`src/hw/timer_pwm_map.svh`:
```
// Constants of the 16-bit PWM timer: reset values, reloads, clock codes.
// Assumes inclusion by bare name from files under hw/.
`ifndef TIMER_PWM_MAP_SVH
`define TIMER_PWM_MAP_SVH

`define TMR_CNT_RESET      16'hFFFC
`define TMR_PWM_RELOAD     16'hFFFC
`define TMR_CNT_MAX        16'hFFFF
`define TMR_CMP_RESET      16'h8000
`define TMR_CAP_RESET      16'h0000
`define TMR_CLK_DIV4       2'h0
`define TMR_CLK_DIV2       2'h1
`define TMR_CLK_DIV8       2'h2
`define TMR_CLK_EXT        2'h3
`define TMR_FLAG_CAP1      3'h0
`define TMR_FLAG_CAP2      3'h1
`define TMR_FLAG_CMP1      3'h2
`define TMR_FLAG_CMP2      3'h3
`define TMR_FLAG_OVF       3'h4
`define TMR_NUM_FLAGS      5

`endif

```
`src/hw/timer_pwm_pkg.sv`:
```
// Types shared by the PWM timer files.
// Assumes compilation before every other hw/ file.
`default_nettype none

package timer_pwm_pkg;
	typedef enum logic [1:0] {
		MODE_COMPARE,
		MODE_SINGLE,
		MODE_PWM
	} mode_t;
endpackage

`default_nettype wire

```
`src/hw/timer_pwm_lowpower_irq.sv`:
```
// 16-bit free-running timer with two-compare PWM, captures, flags and halt handling.
// Assumes software strobes come from clk_sys_in logic; capture pins are asynchronous.
//
// What this block does
// - PWM frequency and pulse set by compares
// - PWM takes compare one and second register
// - Compare values double-buffered, loaded at period end in PWM, every cycle otherwise
// - Pin takes level one or two on match
// - Levels 1/0 give pulse = second minus first
// - Equal levels give a constant pin level
// - Second match reloads counter to FFFC
// - Match lands at elapsed counts minus five
// - High byte write inhibits compare until low
// - No compare flags set during PWM
// - Second match sets first capture flag in PWM
// - PWM disconnects capture one, keeps capture two
// - PWM plus single pulse means PWM only
// - Pin carries waveform only when enabled
// - Wait has no effect; enabled events wake
// - Halt freezes counter; resumes or resets after
// - Flags gated by their matching enables
// - One interrupt, needs enable and clear mask
// - Three control groups, six data pairs
// - Clock field picks divider or external clock
`include "timer_pwm_map.svh"
`default_nettype none

module timer_pwm_lowpower_irq #(
	parameter int CNT_W = 16
) (
	input  wire logic             clk_sys_in,
	input  wire logic             rst_in,
	// Control bits
	input  wire logic             pwm_mode_in,
	input  wire logic             single_pulse_select_in,
	input  wire logic             match_level_first_in,
	input  wire logic             match_level_second_in,
	input  wire logic             compare_pin_enable_first_in,
	input  wire logic [1:0]       clock_select_field_in,
	input  wire logic             capture_edge_first_in,
	input  wire logic             capture_edge_second_in,
	input  wire logic             ext_edge_in,
	input  wire logic             capture_irq_enable_in,
	input  wire logic             compare_irq_enable_in,
	input  wire logic             overflow_irq_enable_in,
	input  wire logic             cpu_irq_mask_in,
	input  wire logic             halt_in,
	// Compare byte writes and register accesses
	input  wire logic             compare_high_byte_wr_in,
	input  wire logic             compare_low_byte_wr_in,
	input  wire logic             compare_sel_in,
	input  wire logic [7:0]       wr_data_in,
	input  wire logic [1:0]       compare_low_byte_rd_in,
	input  wire logic [1:0]       capture_low_byte_acc_in,
	input  wire logic             counter_low_byte_acc_in,
	input  wire logic             status_rd_in,
	// Pins
	input  wire logic             capture_pin_first_in,
	input  wire logic             capture_pin_second_in,
	input  wire logic             ext_clk_in,
	output logic                  compare_output_pin_first_out,
	output logic                  compare_output_pin_first_oe_out,
	// State
	output logic [CNT_W-1:0]      counter_out,
	output logic [CNT_W-1:0]      alt_counter_out,
	output logic [CNT_W-1:0]      compare_value_first_out,
	output logic [CNT_W-1:0]      compare_value_second_out,
	output logic [CNT_W-1:0]      capture_value_first_out,
	output logic [CNT_W-1:0]      capture_value_second_out,
	output logic                  capture_flag_first_out,
	output logic                  capture_flag_second_out,
	output logic                  compare_flag_first_out,
	output logic                  compare_flag_second_out,
	output logic                  overflow_flag_out,
	output logic                  timer_irq_out,
	output logic                  wait_wake_out
);
	if (CNT_W != 16) begin : g_width_check
		$error("timer_pwm_lowpower_irq supports only a 16-bit counter");
	end

	localparam int NF = `TMR_NUM_FLAGS;

	timer_pwm_pkg::mode_t mode;
	logic [CNT_W-1:0]     cnt_q;
	logic [CNT_W-1:0]     shadow_q [2];
	logic [CNT_W-1:0]     active_q [2];
	logic [CNT_W-1:0]     cap_q [2];
	logic [1:0]           hi_pend_q;
	logic [1:0]           cap_meta_q;
	logic [1:0]           cap_sync_q;
	logic [1:0]           cap_prev_q;
	logic [1:0]           cap_edge;
	logic [1:0]           cap_live;
	logic [1:0]           armed_q;
	logic                 halt_prev_q;
	logic                 halt_exit;
	logic                 tick;
	logic                 tick_q;
	logic [1:0]           match;
	logic                 reload;
	logic                 wrap;
	logic                 pin_q;
	logic [NF-1:0]        flag_q;
	logic [NF-1:0]        seen_q;
	logic [NF-1:0]        flag_set;
	logic [NF-1:0]        flag_clr;
	logic [NF-1:0]        flag_en;
	logic [1:0]           cmp_lo_wr;
	logic [1:0]           cmp_hi_wr;

	// Replace one byte of a 16-bit value
	function automatic logic [CNT_W-1:0] put_byte(input logic [CNT_W-1:0] v,
		input logic hi, input logic [7:0] b);
		logic [CNT_W-1:0] r;
		r = v;
		if (hi) begin
			r[15:8] = b;
		end else begin
			r[7:0] = b;
		end
		return r;
	endfunction

	always_comb begin
		if (pwm_mode_in) begin
			mode = timer_pwm_pkg::MODE_PWM;
		end else if (single_pulse_select_in) begin
			mode = timer_pwm_pkg::MODE_SINGLE;
		end else begin
			mode = timer_pwm_pkg::MODE_COMPARE;
		end
	end

	// Count enable; halt stops the divider and the counter alike
	timer_tick_gen u_tick (
		.clk_sys_in            (clk_sys_in),
		.rst_in                (rst_in),
		.enable_in             (!halt_in),
		.clock_select_field_in (clock_select_field_in),
		.ext_edge_in           (ext_edge_in),
		.ext_clk_in            (ext_clk_in),
		.tick_out              (tick)
	);

	// Capture pins: two-stage synchroniser, then edge detect
	always_ff @(posedge clk_sys_in) begin
		if (rst_in) begin
			cap_meta_q <= 2'h0;
			cap_sync_q <= 2'h0;
			cap_prev_q <= 2'h0;
		end else begin
			cap_meta_q <= {capture_pin_second_in, capture_pin_first_in};
			cap_sync_q <= cap_meta_q;
			cap_prev_q <= cap_sync_q;
		end
	end

	always_comb begin
		cap_edge[0] = (cap_sync_q[0] != cap_prev_q[0]) && (cap_sync_q[0] == capture_edge_first_in);
		cap_edge[1] = (cap_sync_q[1] != cap_prev_q[1]) &&
			(cap_sync_q[1] == capture_edge_second_in);
		cap_live[0] = cap_edge[0] && (mode == timer_pwm_pkg::MODE_COMPARE);
		cap_live[1] = cap_edge[1];
	end

	always_ff @(posedge clk_sys_in) begin
		if (rst_in) begin
			halt_prev_q <= 1'b0;
		end else begin
			halt_prev_q <= halt_in;
		end
	end

	// Reset wake-up is handled by rst_in itself; this is the interrupt wake-up
	assign halt_exit = halt_prev_q && !halt_in;

	always_ff @(posedge clk_sys_in) begin
		if (rst_in) begin
			armed_q <= 2'h0;
		end else if (halt_exit) begin
			armed_q <= 2'h0;
		end else if (halt_in) begin
			armed_q <= armed_q | cap_live;
		end
	end

	// Compare registers: byte writes into the shadow, inhibit while high byte pends
	assign cmp_hi_wr = compare_high_byte_wr_in ? (compare_sel_in ? 2'h2 : 2'h1) : 2'h0;
	assign cmp_lo_wr = compare_low_byte_wr_in ? (compare_sel_in ? 2'h2 : 2'h1) : 2'h0;

	// One process for both channels keeps a single driver per register
	always_ff @(posedge clk_sys_in) begin
		for (int i = 0; i < 2; i++) begin
			if (rst_in) begin
				shadow_q[i]  <= `TMR_CMP_RESET;
				hi_pend_q[i] <= 1'b0;
			end else if (cmp_hi_wr[i]) begin
				shadow_q[i]  <= put_byte(shadow_q[i], 1'b1, wr_data_in);
				hi_pend_q[i] <= 1'b1;
			end else if (cmp_lo_wr[i]) begin
				shadow_q[i]  <= put_byte(shadow_q[i], 1'b0, wr_data_in);
				hi_pend_q[i] <= 1'b0;
			end
		end
	end

	// PWM loads the working value only at the period end
	always_ff @(posedge clk_sys_in) begin
		for (int i = 0; i < 2; i++) begin
			if (rst_in) begin
				active_q[i] <= `TMR_CMP_RESET;
			end else if (mode != timer_pwm_pkg::MODE_PWM) begin
				active_q[i] <= shadow_q[i];
			end else if (reload) begin
				active_q[i] <= shadow_q[i];
			end
		end
	end

	for (genvar i = 0; i < 2; i++) begin : g_cmp
		// One match per counter value, taken the cycle after the count lands
		assign match[i] = tick_q && !halt_in && !hi_pend_q[i] &&
			(cnt_q == active_q[i]);
	end

	always_ff @(posedge clk_sys_in) begin
		if (rst_in) begin
			tick_q <= 1'b0;
		end else begin
			tick_q <= tick;
		end
	end

	// Reload one tick after the second match, giving value + 5 ticks per period
	assign reload = tick && (mode == timer_pwm_pkg::MODE_PWM) && !hi_pend_q[1] &&
		(cnt_q == active_q[1]);
	assign wrap = tick && !reload && (cnt_q == `TMR_CNT_MAX);

	always_ff @(posedge clk_sys_in) begin
		if (rst_in) begin
			cnt_q <= `TMR_CNT_RESET;
		end else if (reload) begin
			cnt_q <= `TMR_PWM_RELOAD;
		end else if (tick) begin
			cnt_q <= cnt_q + 16'h0001;
		end
	end

	// Compare output pin latch, low from reset
	always_ff @(posedge clk_sys_in) begin
		if (rst_in) begin
			pin_q <= 1'b0;
		end else if (mode == timer_pwm_pkg::MODE_PWM) begin
			if (match[1]) begin
				pin_q <= match_level_second_in;
			end else if (match[0]) begin
				pin_q <= match_level_first_in;
			end
		end else if (mode == timer_pwm_pkg::MODE_COMPARE && match[0]) begin
			pin_q <= match_level_first_in;
		end
	end

	assign compare_output_pin_first_out    = pin_q;
	assign compare_output_pin_first_oe_out = compare_pin_enable_first_in;

	// Captures: live edges while running, armed edges at the halt exit
	for (genvar i = 0; i < 2; i++) begin : g_cap
		always_ff @(posedge clk_sys_in) begin
			if (rst_in) begin
				cap_q[i] <= `TMR_CAP_RESET;
			end else if ((cap_live[i] && !halt_in) || (halt_exit && armed_q[i])) begin
				cap_q[i] <= cnt_q;
			end
		end
	end

	always_comb begin
		flag_set = '0;
		flag_set[`TMR_FLAG_CAP1] = (cap_live[0] && !halt_in) || (halt_exit && armed_q[0]) ||
			((mode == timer_pwm_pkg::MODE_PWM) && match[1]);
		flag_set[`TMR_FLAG_CAP2] = (cap_live[1] && !halt_in) || (halt_exit && armed_q[1]);
		flag_set[`TMR_FLAG_CMP1] = (mode == timer_pwm_pkg::MODE_COMPARE) && match[0];
		flag_set[`TMR_FLAG_CMP2] = (mode != timer_pwm_pkg::MODE_PWM) && match[1];
		flag_set[`TMR_FLAG_OVF]  = wrap;
	end

	// Two-step clear: status read while set, then low-byte access
	always_comb begin
		flag_clr = '0;
		flag_clr[`TMR_FLAG_CAP1] = capture_low_byte_acc_in[0];
		flag_clr[`TMR_FLAG_CAP2] = capture_low_byte_acc_in[1];
		flag_clr[`TMR_FLAG_CMP1] = cmp_lo_wr[0] || compare_low_byte_rd_in[0];
		flag_clr[`TMR_FLAG_CMP2] = cmp_lo_wr[1] || compare_low_byte_rd_in[1];
		flag_clr[`TMR_FLAG_OVF]  = counter_low_byte_acc_in;
		flag_clr = flag_clr & seen_q;
	end

	always_ff @(posedge clk_sys_in) begin
		if (rst_in) begin
			seen_q <= '0;
		end else if (status_rd_in) begin
			seen_q <= flag_q;
		end else begin
			seen_q <= seen_q & ~flag_clr;
		end
	end

	// A set in the clearing cycle wins
	always_ff @(posedge clk_sys_in) begin
		if (rst_in) begin
			flag_q <= '0;
		end else begin
			flag_q <= (flag_q & ~flag_clr) | flag_set;
		end
	end

	always_comb begin
		flag_en = '0;
		flag_en[`TMR_FLAG_CAP1] = capture_irq_enable_in;
		flag_en[`TMR_FLAG_CAP2] = capture_irq_enable_in;
		flag_en[`TMR_FLAG_CMP1] = compare_irq_enable_in;
		flag_en[`TMR_FLAG_CMP2] = compare_irq_enable_in;
		flag_en[`TMR_FLAG_OVF]  = overflow_irq_enable_in;
	end

	// Single shared request; no wake source from halt
	assign timer_irq_out = (|(flag_q & flag_en)) && !cpu_irq_mask_in;
	assign wait_wake_out = timer_irq_out;

	// Data register pairs
	assign counter_out              = cnt_q;
	assign alt_counter_out          = cnt_q;
	assign compare_value_first_out  = shadow_q[0];
	assign compare_value_second_out = shadow_q[1];
	assign capture_value_first_out  = cap_q[0];
	assign capture_value_second_out = cap_q[1];
	assign capture_flag_first_out   = flag_q[`TMR_FLAG_CAP1];
	assign capture_flag_second_out  = flag_q[`TMR_FLAG_CAP2];
	assign compare_flag_first_out   = flag_q[`TMR_FLAG_CMP1];
	assign compare_flag_second_out  = flag_q[`TMR_FLAG_CMP2];
	assign overflow_flag_out        = flag_q[`TMR_FLAG_OVF];
endmodule

`default_nettype wire

```
`src/hw/timer_tick_gen.sv`:
```
// Timer count enable: CPU clock divided by 2, 4 or 8, or an external clock edge.
// Assumes ext_clk_in is an asynchronous pin; enable_in comes from clk_sys_in logic.
`include "timer_pwm_map.svh"
`default_nettype none

module timer_tick_gen (
	input  wire logic       clk_sys_in,
	input  wire logic       rst_in,
	input  wire logic       enable_in,
	input  wire logic [1:0] clock_select_field_in,
	input  wire logic       ext_edge_in,
	input  wire logic       ext_clk_in,
	output logic            tick_out
);
	logic [2:0] div_q;
	logic       ext_meta_q;
	logic       ext_sync_q;
	logic       ext_prev_q;
	logic       ext_hit;

	// Free-running divider, frozen while counting is stopped
	always_ff @(posedge clk_sys_in) begin
		if (rst_in) begin
			div_q <= 3'h0;
		end else if (enable_in) begin
			div_q <= div_q + 3'h1;
		end
	end

	always_ff @(posedge clk_sys_in) begin
		if (rst_in) begin
			ext_meta_q <= 1'b0;
			ext_sync_q <= 1'b0;
			ext_prev_q <= 1'b0;
		end else begin
			ext_meta_q <= ext_clk_in;
			ext_sync_q <= ext_meta_q;
			ext_prev_q <= ext_sync_q;
		end
	end

	assign ext_hit = (ext_sync_q != ext_prev_q) && (ext_sync_q == ext_edge_in);

	always_comb begin
		case (clock_select_field_in)
			`TMR_CLK_DIV4: tick_out = enable_in && (div_q[1:0] == 2'h3);
			`TMR_CLK_DIV2: tick_out = enable_in && div_q[0];
			`TMR_CLK_DIV8: tick_out = enable_in && (div_q == 3'h7);
			default:       tick_out = enable_in && ext_hit;
		endcase
	end
endmodule

`default_nettype wire

```
`config.mk`:
```
export PLATFORM = sky130hd
export DESIGN_NAME = timer_pwm_lowpower_irq
export DESIGN_NICKNAME = d
export VERILOG_FILES = /design/src/hw/timer_pwm_pkg.sv /design/src/hw/timer_pwm_lowpower_irq.sv /design/src/hw/timer_tick_gen.sv
export VERILOG_INCLUDE_DIRS = /design/src /design/src/hw
export SDC_FILE = /design/constraint.sdc
export NUM_CORES = 1
export LEC_CHECK = 0
export ABC_AREA = 1
export CAP_MARGIN = 20
export CELL_PAD_IN_SITES_DETAIL_PLACEMENT = 0
export CELL_PAD_IN_SITES_GLOBAL_PLACEMENT = 1
export CORE_MARGIN = 2
export CORE_UTILIZATION = 48
export DETAILED_ROUTE_END_ITERATION = 16
export DONT_BUFFER_PORTS = 1
export PLACE_DENSITY = 0.87
export SLEW_MARGIN = 20
export SYNTH_ARGS = -nofsm -noshare
export SYNTH_HDL_FRONTEND = slang
export SYNTH_SLANG_ARGS = --single-unit
```
`constraint.sdc`:
```
create_clock -name clk_sys_in -period 3.27 [get_ports clk_sys_in]
set_input_delay 0.654 -clock clk_sys_in [delete_from_list [all_inputs] [get_ports clk_sys_in]]
set_output_delay 0.654 -clock clk_sys_in [all_outputs]
set_load 0.05 [all_outputs]
```
==> flow_summary_export.csv <==
group,metric,value,unit
critical_path,timing.critical_path.from_type,"register",
critical_path,crit_chain,"o21ai_0 -> a31oi_2 -> buf_4",
routing,drt_pre_antenna_iters,7,
routing,met3WireLength,1.35,mm
critical_path,timing.setup.critical_path_class,"register to output pin",
timing,final_min_period_over_clock_period,75.8,%
layout,fillCellCount,1161,
placed_design,port_buf_inserts,0,
timing,grt_setup_unrepaired,"no",
timing,clock-skew-final,0.00860,ns
layout,layout.nets,734,
timing,maxClockFrequency,0.404,GHz
power_and_ir_drop,peakVddDrop,0.357,mV
critical_path,crit_path_top_delay_cell,"sky130_fd_sc_hd__dfxtp_1",
die,row_count,42,
clock_tree,path_clk_slew,0.06,ns
layout,flow.area_growth_from_synthesis,10.1,%
die,io-pin-count,142,
routing,drc,0,
clock_tree,clock_tree.buffer_depth,2,
yosys,synth_enable_flop_cells,96,
critical_path,critPathBufInv,1,
critical_path,critical_path_peak_fanout,4,
routing,route.detailed.vias_per_inst,4.94,
outcome,status,"finished clean",
clock_tree,tritoncts_num_sinks,141,
critical_path,critical-path-top-delay-family,"flip-flops",
clock_tree,clk-insertion-delay-late,0.42,ns
timing,tightest_slew,0.668,ns
placed_design,gp_congestion,0.871,
run,drv.max_cap_violation_count,0,
clock_tree,postCtsSetupBuffers,0,
hold_path,worstHoldStart,"rst_in",
grt,global_route.overflow_total,0,
layout,antenna_cells_inserted,0,
critical_path,maximum_single_stage_delay_on_the_critical_path,0.67,ns
hold_path,min_delay_path_depth,1,
clock_tree,htreeDepth,4,
timing,setup-tns-final,0,ns
yosys,synth.top_cells.by_area,"sky130_fd_sc_hd__edfxtp_1, sky130_fd_sc_hd__dfxtp_1, sky130_fd_sc_hd__nand2_1",
yosys,ys_dominant_reg_cell,"sky130_fd_sc_hd__edfxtp_1",
yosys,synthesis.area,6380,sq um
critical_path,number_of_cells_on_the_worst_reg_to_reg_path,9,
routing,total_routed_wirelength,13.8,mm
routing,top_layer,"met4",
routing,wirelength_met1,5.89,mm
routing,met2WireLength,6.20,mm
routing,detail-route-antenna-nets,0,
clock_tree,postCtsHoldBufs,0,
power_and_ir_drop,p_leak,3.10,nW
routing,avgRoutedWirePerCell,15.6,um
hold_path,timing.hold.worst_endpoint,"hi_pend_q[1]",
die,initial_core_util,48.8,%
yosys,synth.largest_area_cell,"sky130_fd_sc_hd__edfxtp_1",
timing,max_slew_margin,55.4,%
clock_tree,tritoncts,"built",
layout,post_route_cells_drive_above_1_share,12.7,%
yosys,synth.yosys.seq_area_share,59.3,%
critical_path,worst_setup_ep_type,"output pin",
die,die_area,14200,sq um
critical_path,cp_data_required_time,2.62,ns
grt,vias_in_the_first_global_route,4198,
yosys,synth.ff_latch_count,141,
timing,maxSlewViolCount,0,
yosys,post_synth_inst_count,692,
timing,hold_viol,0,
critical_path,worst_r2r_dst,"active_q[1][10]",
routing,drtIter0Drc,212,
die,die_wd,119,um
hold_path,min-delay-path-class,"input pin to register",
yosys,synth-async-reset-ratio,0,%
critical_path,worst_ep_arrival_time,1.82,ns
grt,antenna_found_initial,0,
clock_tree,cts-resized-gates,0,
yosys,nets_in_the_synthesized_netlist,732,
clock_tree,clockRootBuffer,"sky130_fd_sc_hd__clkbuf_16",
die,coreArea,13100,sq um
timing,number_of_failing_setup_endpoints_in_the_final_timing_report,0,
placed_design,detailed_place_hpwl,10.5,mm
critical_path,rr_startpoint,"u_tick.div_q[0]",
power_and_ir_drop,post-layout-total-power,4.24,mW
yosys,netlist-cell-type-count,31,
yosys,synth_top_area_share,45.2,%
yosys,post_synth.cell_area_avg,9.22,sq um
routing,detailroute.via_count,4354,
yosys,yosysWarningCount,0,
grt,grt_pass1_wl,22.0,mm
power_and_ir_drop,power_density,604,nW/um^2
timing,finalWorstPathRequiredPeriod,2.48,ns
grt,global_route.usage.total,20.5,%
clock_tree,cts_buffers,17,
critical_path,timing.reg2reg.setup_slack,0.86,ns
die,die_h,119,um
grt,maximum_number_of_pins_on_one_net_before_global_route_repair,31,
-- power by group --
group          internal [mW]  leakage [nW]  switching (mW)  total, mW
registers               2.02          1.36           0.260       2.28
logic                 0.0701          1.50           0.176      0.246
clock network          0.968         0.240           0.744       1.71
-- metal layers --
| metal | track usage, % | vias up |
|---|---|---|
| met5 | 0 | - |
| met4 | 10.1 | 0 |
| met3 | 8.05 | 30 |
| met2 | 30.6 | 185 |
| met1 | 26.1 | 1955 |
| li1 | - | 2184 |
-- flip-flops by register name, indices dropped and copies added (netlist names) --
register and flops:
cap_sync_q 2, cap_prev_q 2, alt_counter_out 16, cap_meta_q 2
flag_q 5, shadow_q 32, active_q 32, u_tick.div_q 3
hi_pend_q 2, compare_output_pin_first_out 1, u_tick.ext_prev_q 1, halt_prev_q 1
u_tick.ext_sync_q 1, armed_q 2, cap_q 32, u_tick.ext_meta_q 1
seen_q 5, tick_q 1
-- cell usage in the layout, fill, tap and decap left out --
master	instances
sky130_fd_sc_hd__clkinv_1	1
sky130_fd_sc_hd__inv_6	4
sky130_fd_sc_hd__o21bai_1	1
sky130_fd_sc_hd__nand2_1	123
sky130_fd_sc_hd__nand4_1	9
sky130_fd_sc_hd__inv_2	4
sky130_fd_sc_hd__nor2_4	1
sky130_fd_sc_hd__nor2_2	29
sky130_fd_sc_hd__or2_2	3
sky130_fd_sc_hd__a31oi_2	1
sky130_fd_sc_hd__inv_1	108
sky130_fd_sc_hd__buf_4	20
sky130_fd_sc_hd__dfxtp_1	45
sky130_fd_sc_hd__or2_0	1
sky130_fd_sc_hd__nand3_2	1
sky130_fd_sc_hd__a21o_2	1
sky130_fd_sc_hd__o21ai_0	22
sky130_fd_sc_hd__nor4_1	1
sky130_fd_sc_hd__clkinv_2	1
sky130_fd_sc_hd__a21oi_1	18
sky130_fd_sc_hd__a31oi_1	2
sky130_fd_sc_hd__clkbuf_1	2
sky130_fd_sc_hd__xnor2_1	17
sky130_fd_sc_hd__ha_1	3
sky130_fd_sc_hd__clkinvlp_4	5
sky130_fd_sc_hd__clkbuf_16	17
sky130_fd_sc_hd__nor2_1	114
sky130_fd_sc_hd__o211ai_1	3
sky130_fd_sc_hd__nand3_1	26
sky130_fd_sc_hd__edfxtp_1	96
sky130_fd_sc_hd__clkinv_4	1
sky130_fd_sc_hd__nor3_1	15
sky130_fd_sc_hd__nand2_2	2
sky130_fd_sc_hd__o31ai_1	1
sky130_fd_sc_hd__xor2_1	8
-- cell families (layout without fill, tap and decap cells) --
group,after synthesis,after routing,share of synthesized area (%)
and+or+nand+nor,325,325,21.9
AOI/OAI and AO/OA,49,49,4.16
DFF,141,141,59.3
xor gates and xnor gates,25,25,3.43
adders and majority gates,3,3,0.588
buffers and inverters,149,163,10.6
-- cell usage after synthesis (2+ instances only) --
library cell,number
sky130_fd_sc_hd__buf_4,19
sky130_fd_sc_hd__a21oi_1,18
sky130_fd_sc_hd__edfxtp_1,96
sky130_fd_sc_hd__xnor2_1,17
sky130_fd_sc_hd__xor2_1,8
sky130_fd_sc_hd__nand2_2,2
sky130_fd_sc_hd__nor2_2,29
sky130_fd_sc_hd__inv_1,108
sky130_fd_sc_hd__o21ai_0,22
sky130_fd_sc_hd__or2_2,3
sky130_fd_sc_hd__o211ai_1,3
sky130_fd_sc_hd__nand3_1,26
sky130_fd_sc_hd__nor3_1,15
sky130_fd_sc_hd__inv_2,4
sky130_fd_sc_hd__a31oi_1,3
sky130_fd_sc_hd__ha_1,3
sky130_fd_sc_hd__dfxtp_1,45
sky130_fd_sc_hd__nor2_1,114
sky130_fd_sc_hd__clkbuf_1,6
sky130_fd_sc_hd__nand2_1,123
sky130_fd_sc_hd__buf_2,6
sky130_fd_sc_hd__nand4_1,9
sky130_fd_sc_hd__buf_6,5
-- metrics by stage --
stage	hold WS, ns	utilization, %	setup slack, ns	area [sq um]	instances
detailed placement	0.402	49.7	0.750	6500	851
global placement	0.393	49.7	0.799	6500	851
floorplan	0.388	-	0.508	6380	692
global route	0.272	53.7	0.620	7020	882
finish	0.293	53.7	0.793	7020	882
CTS	0.277	53.7	0.765	7020	882
-- worst max path at each step --
stage	from	endpoint	slack, ns	cells past startpoint
3_3_place_gp	clock_select_field_in[1]	active_q[1][11]	0.80	8
2_1_floorplan	flag_q[1]	wait_wake_out	0.51	3
3_5_place_dp	clock_select_field_in[1]	active_q[0][8]	0.75	8
5_1_grt	u_tick.div_q[0]	active_q[1][13]	0.62	9
4_1_cts	flag_q[1]	timer_irq_out	0.76	3
6_report	flag_q[1]	timer_irq_out	0.79	3
-- layout make-up --
class	count	area [sq um]	share of cell area (%)
Inverter	112	420	5.99
Tap cell	176	220	3.14
Multi-Input combinational cell	402	1930	27.4
Clock buffer	19	433	6.16
Clock inverter	12	90.1	1.28
Timing Repair Buffer	20	150	2.14
Sequential cell	141	3780	53.9
No activity file was read; power rests on OpenSTA's default activity.
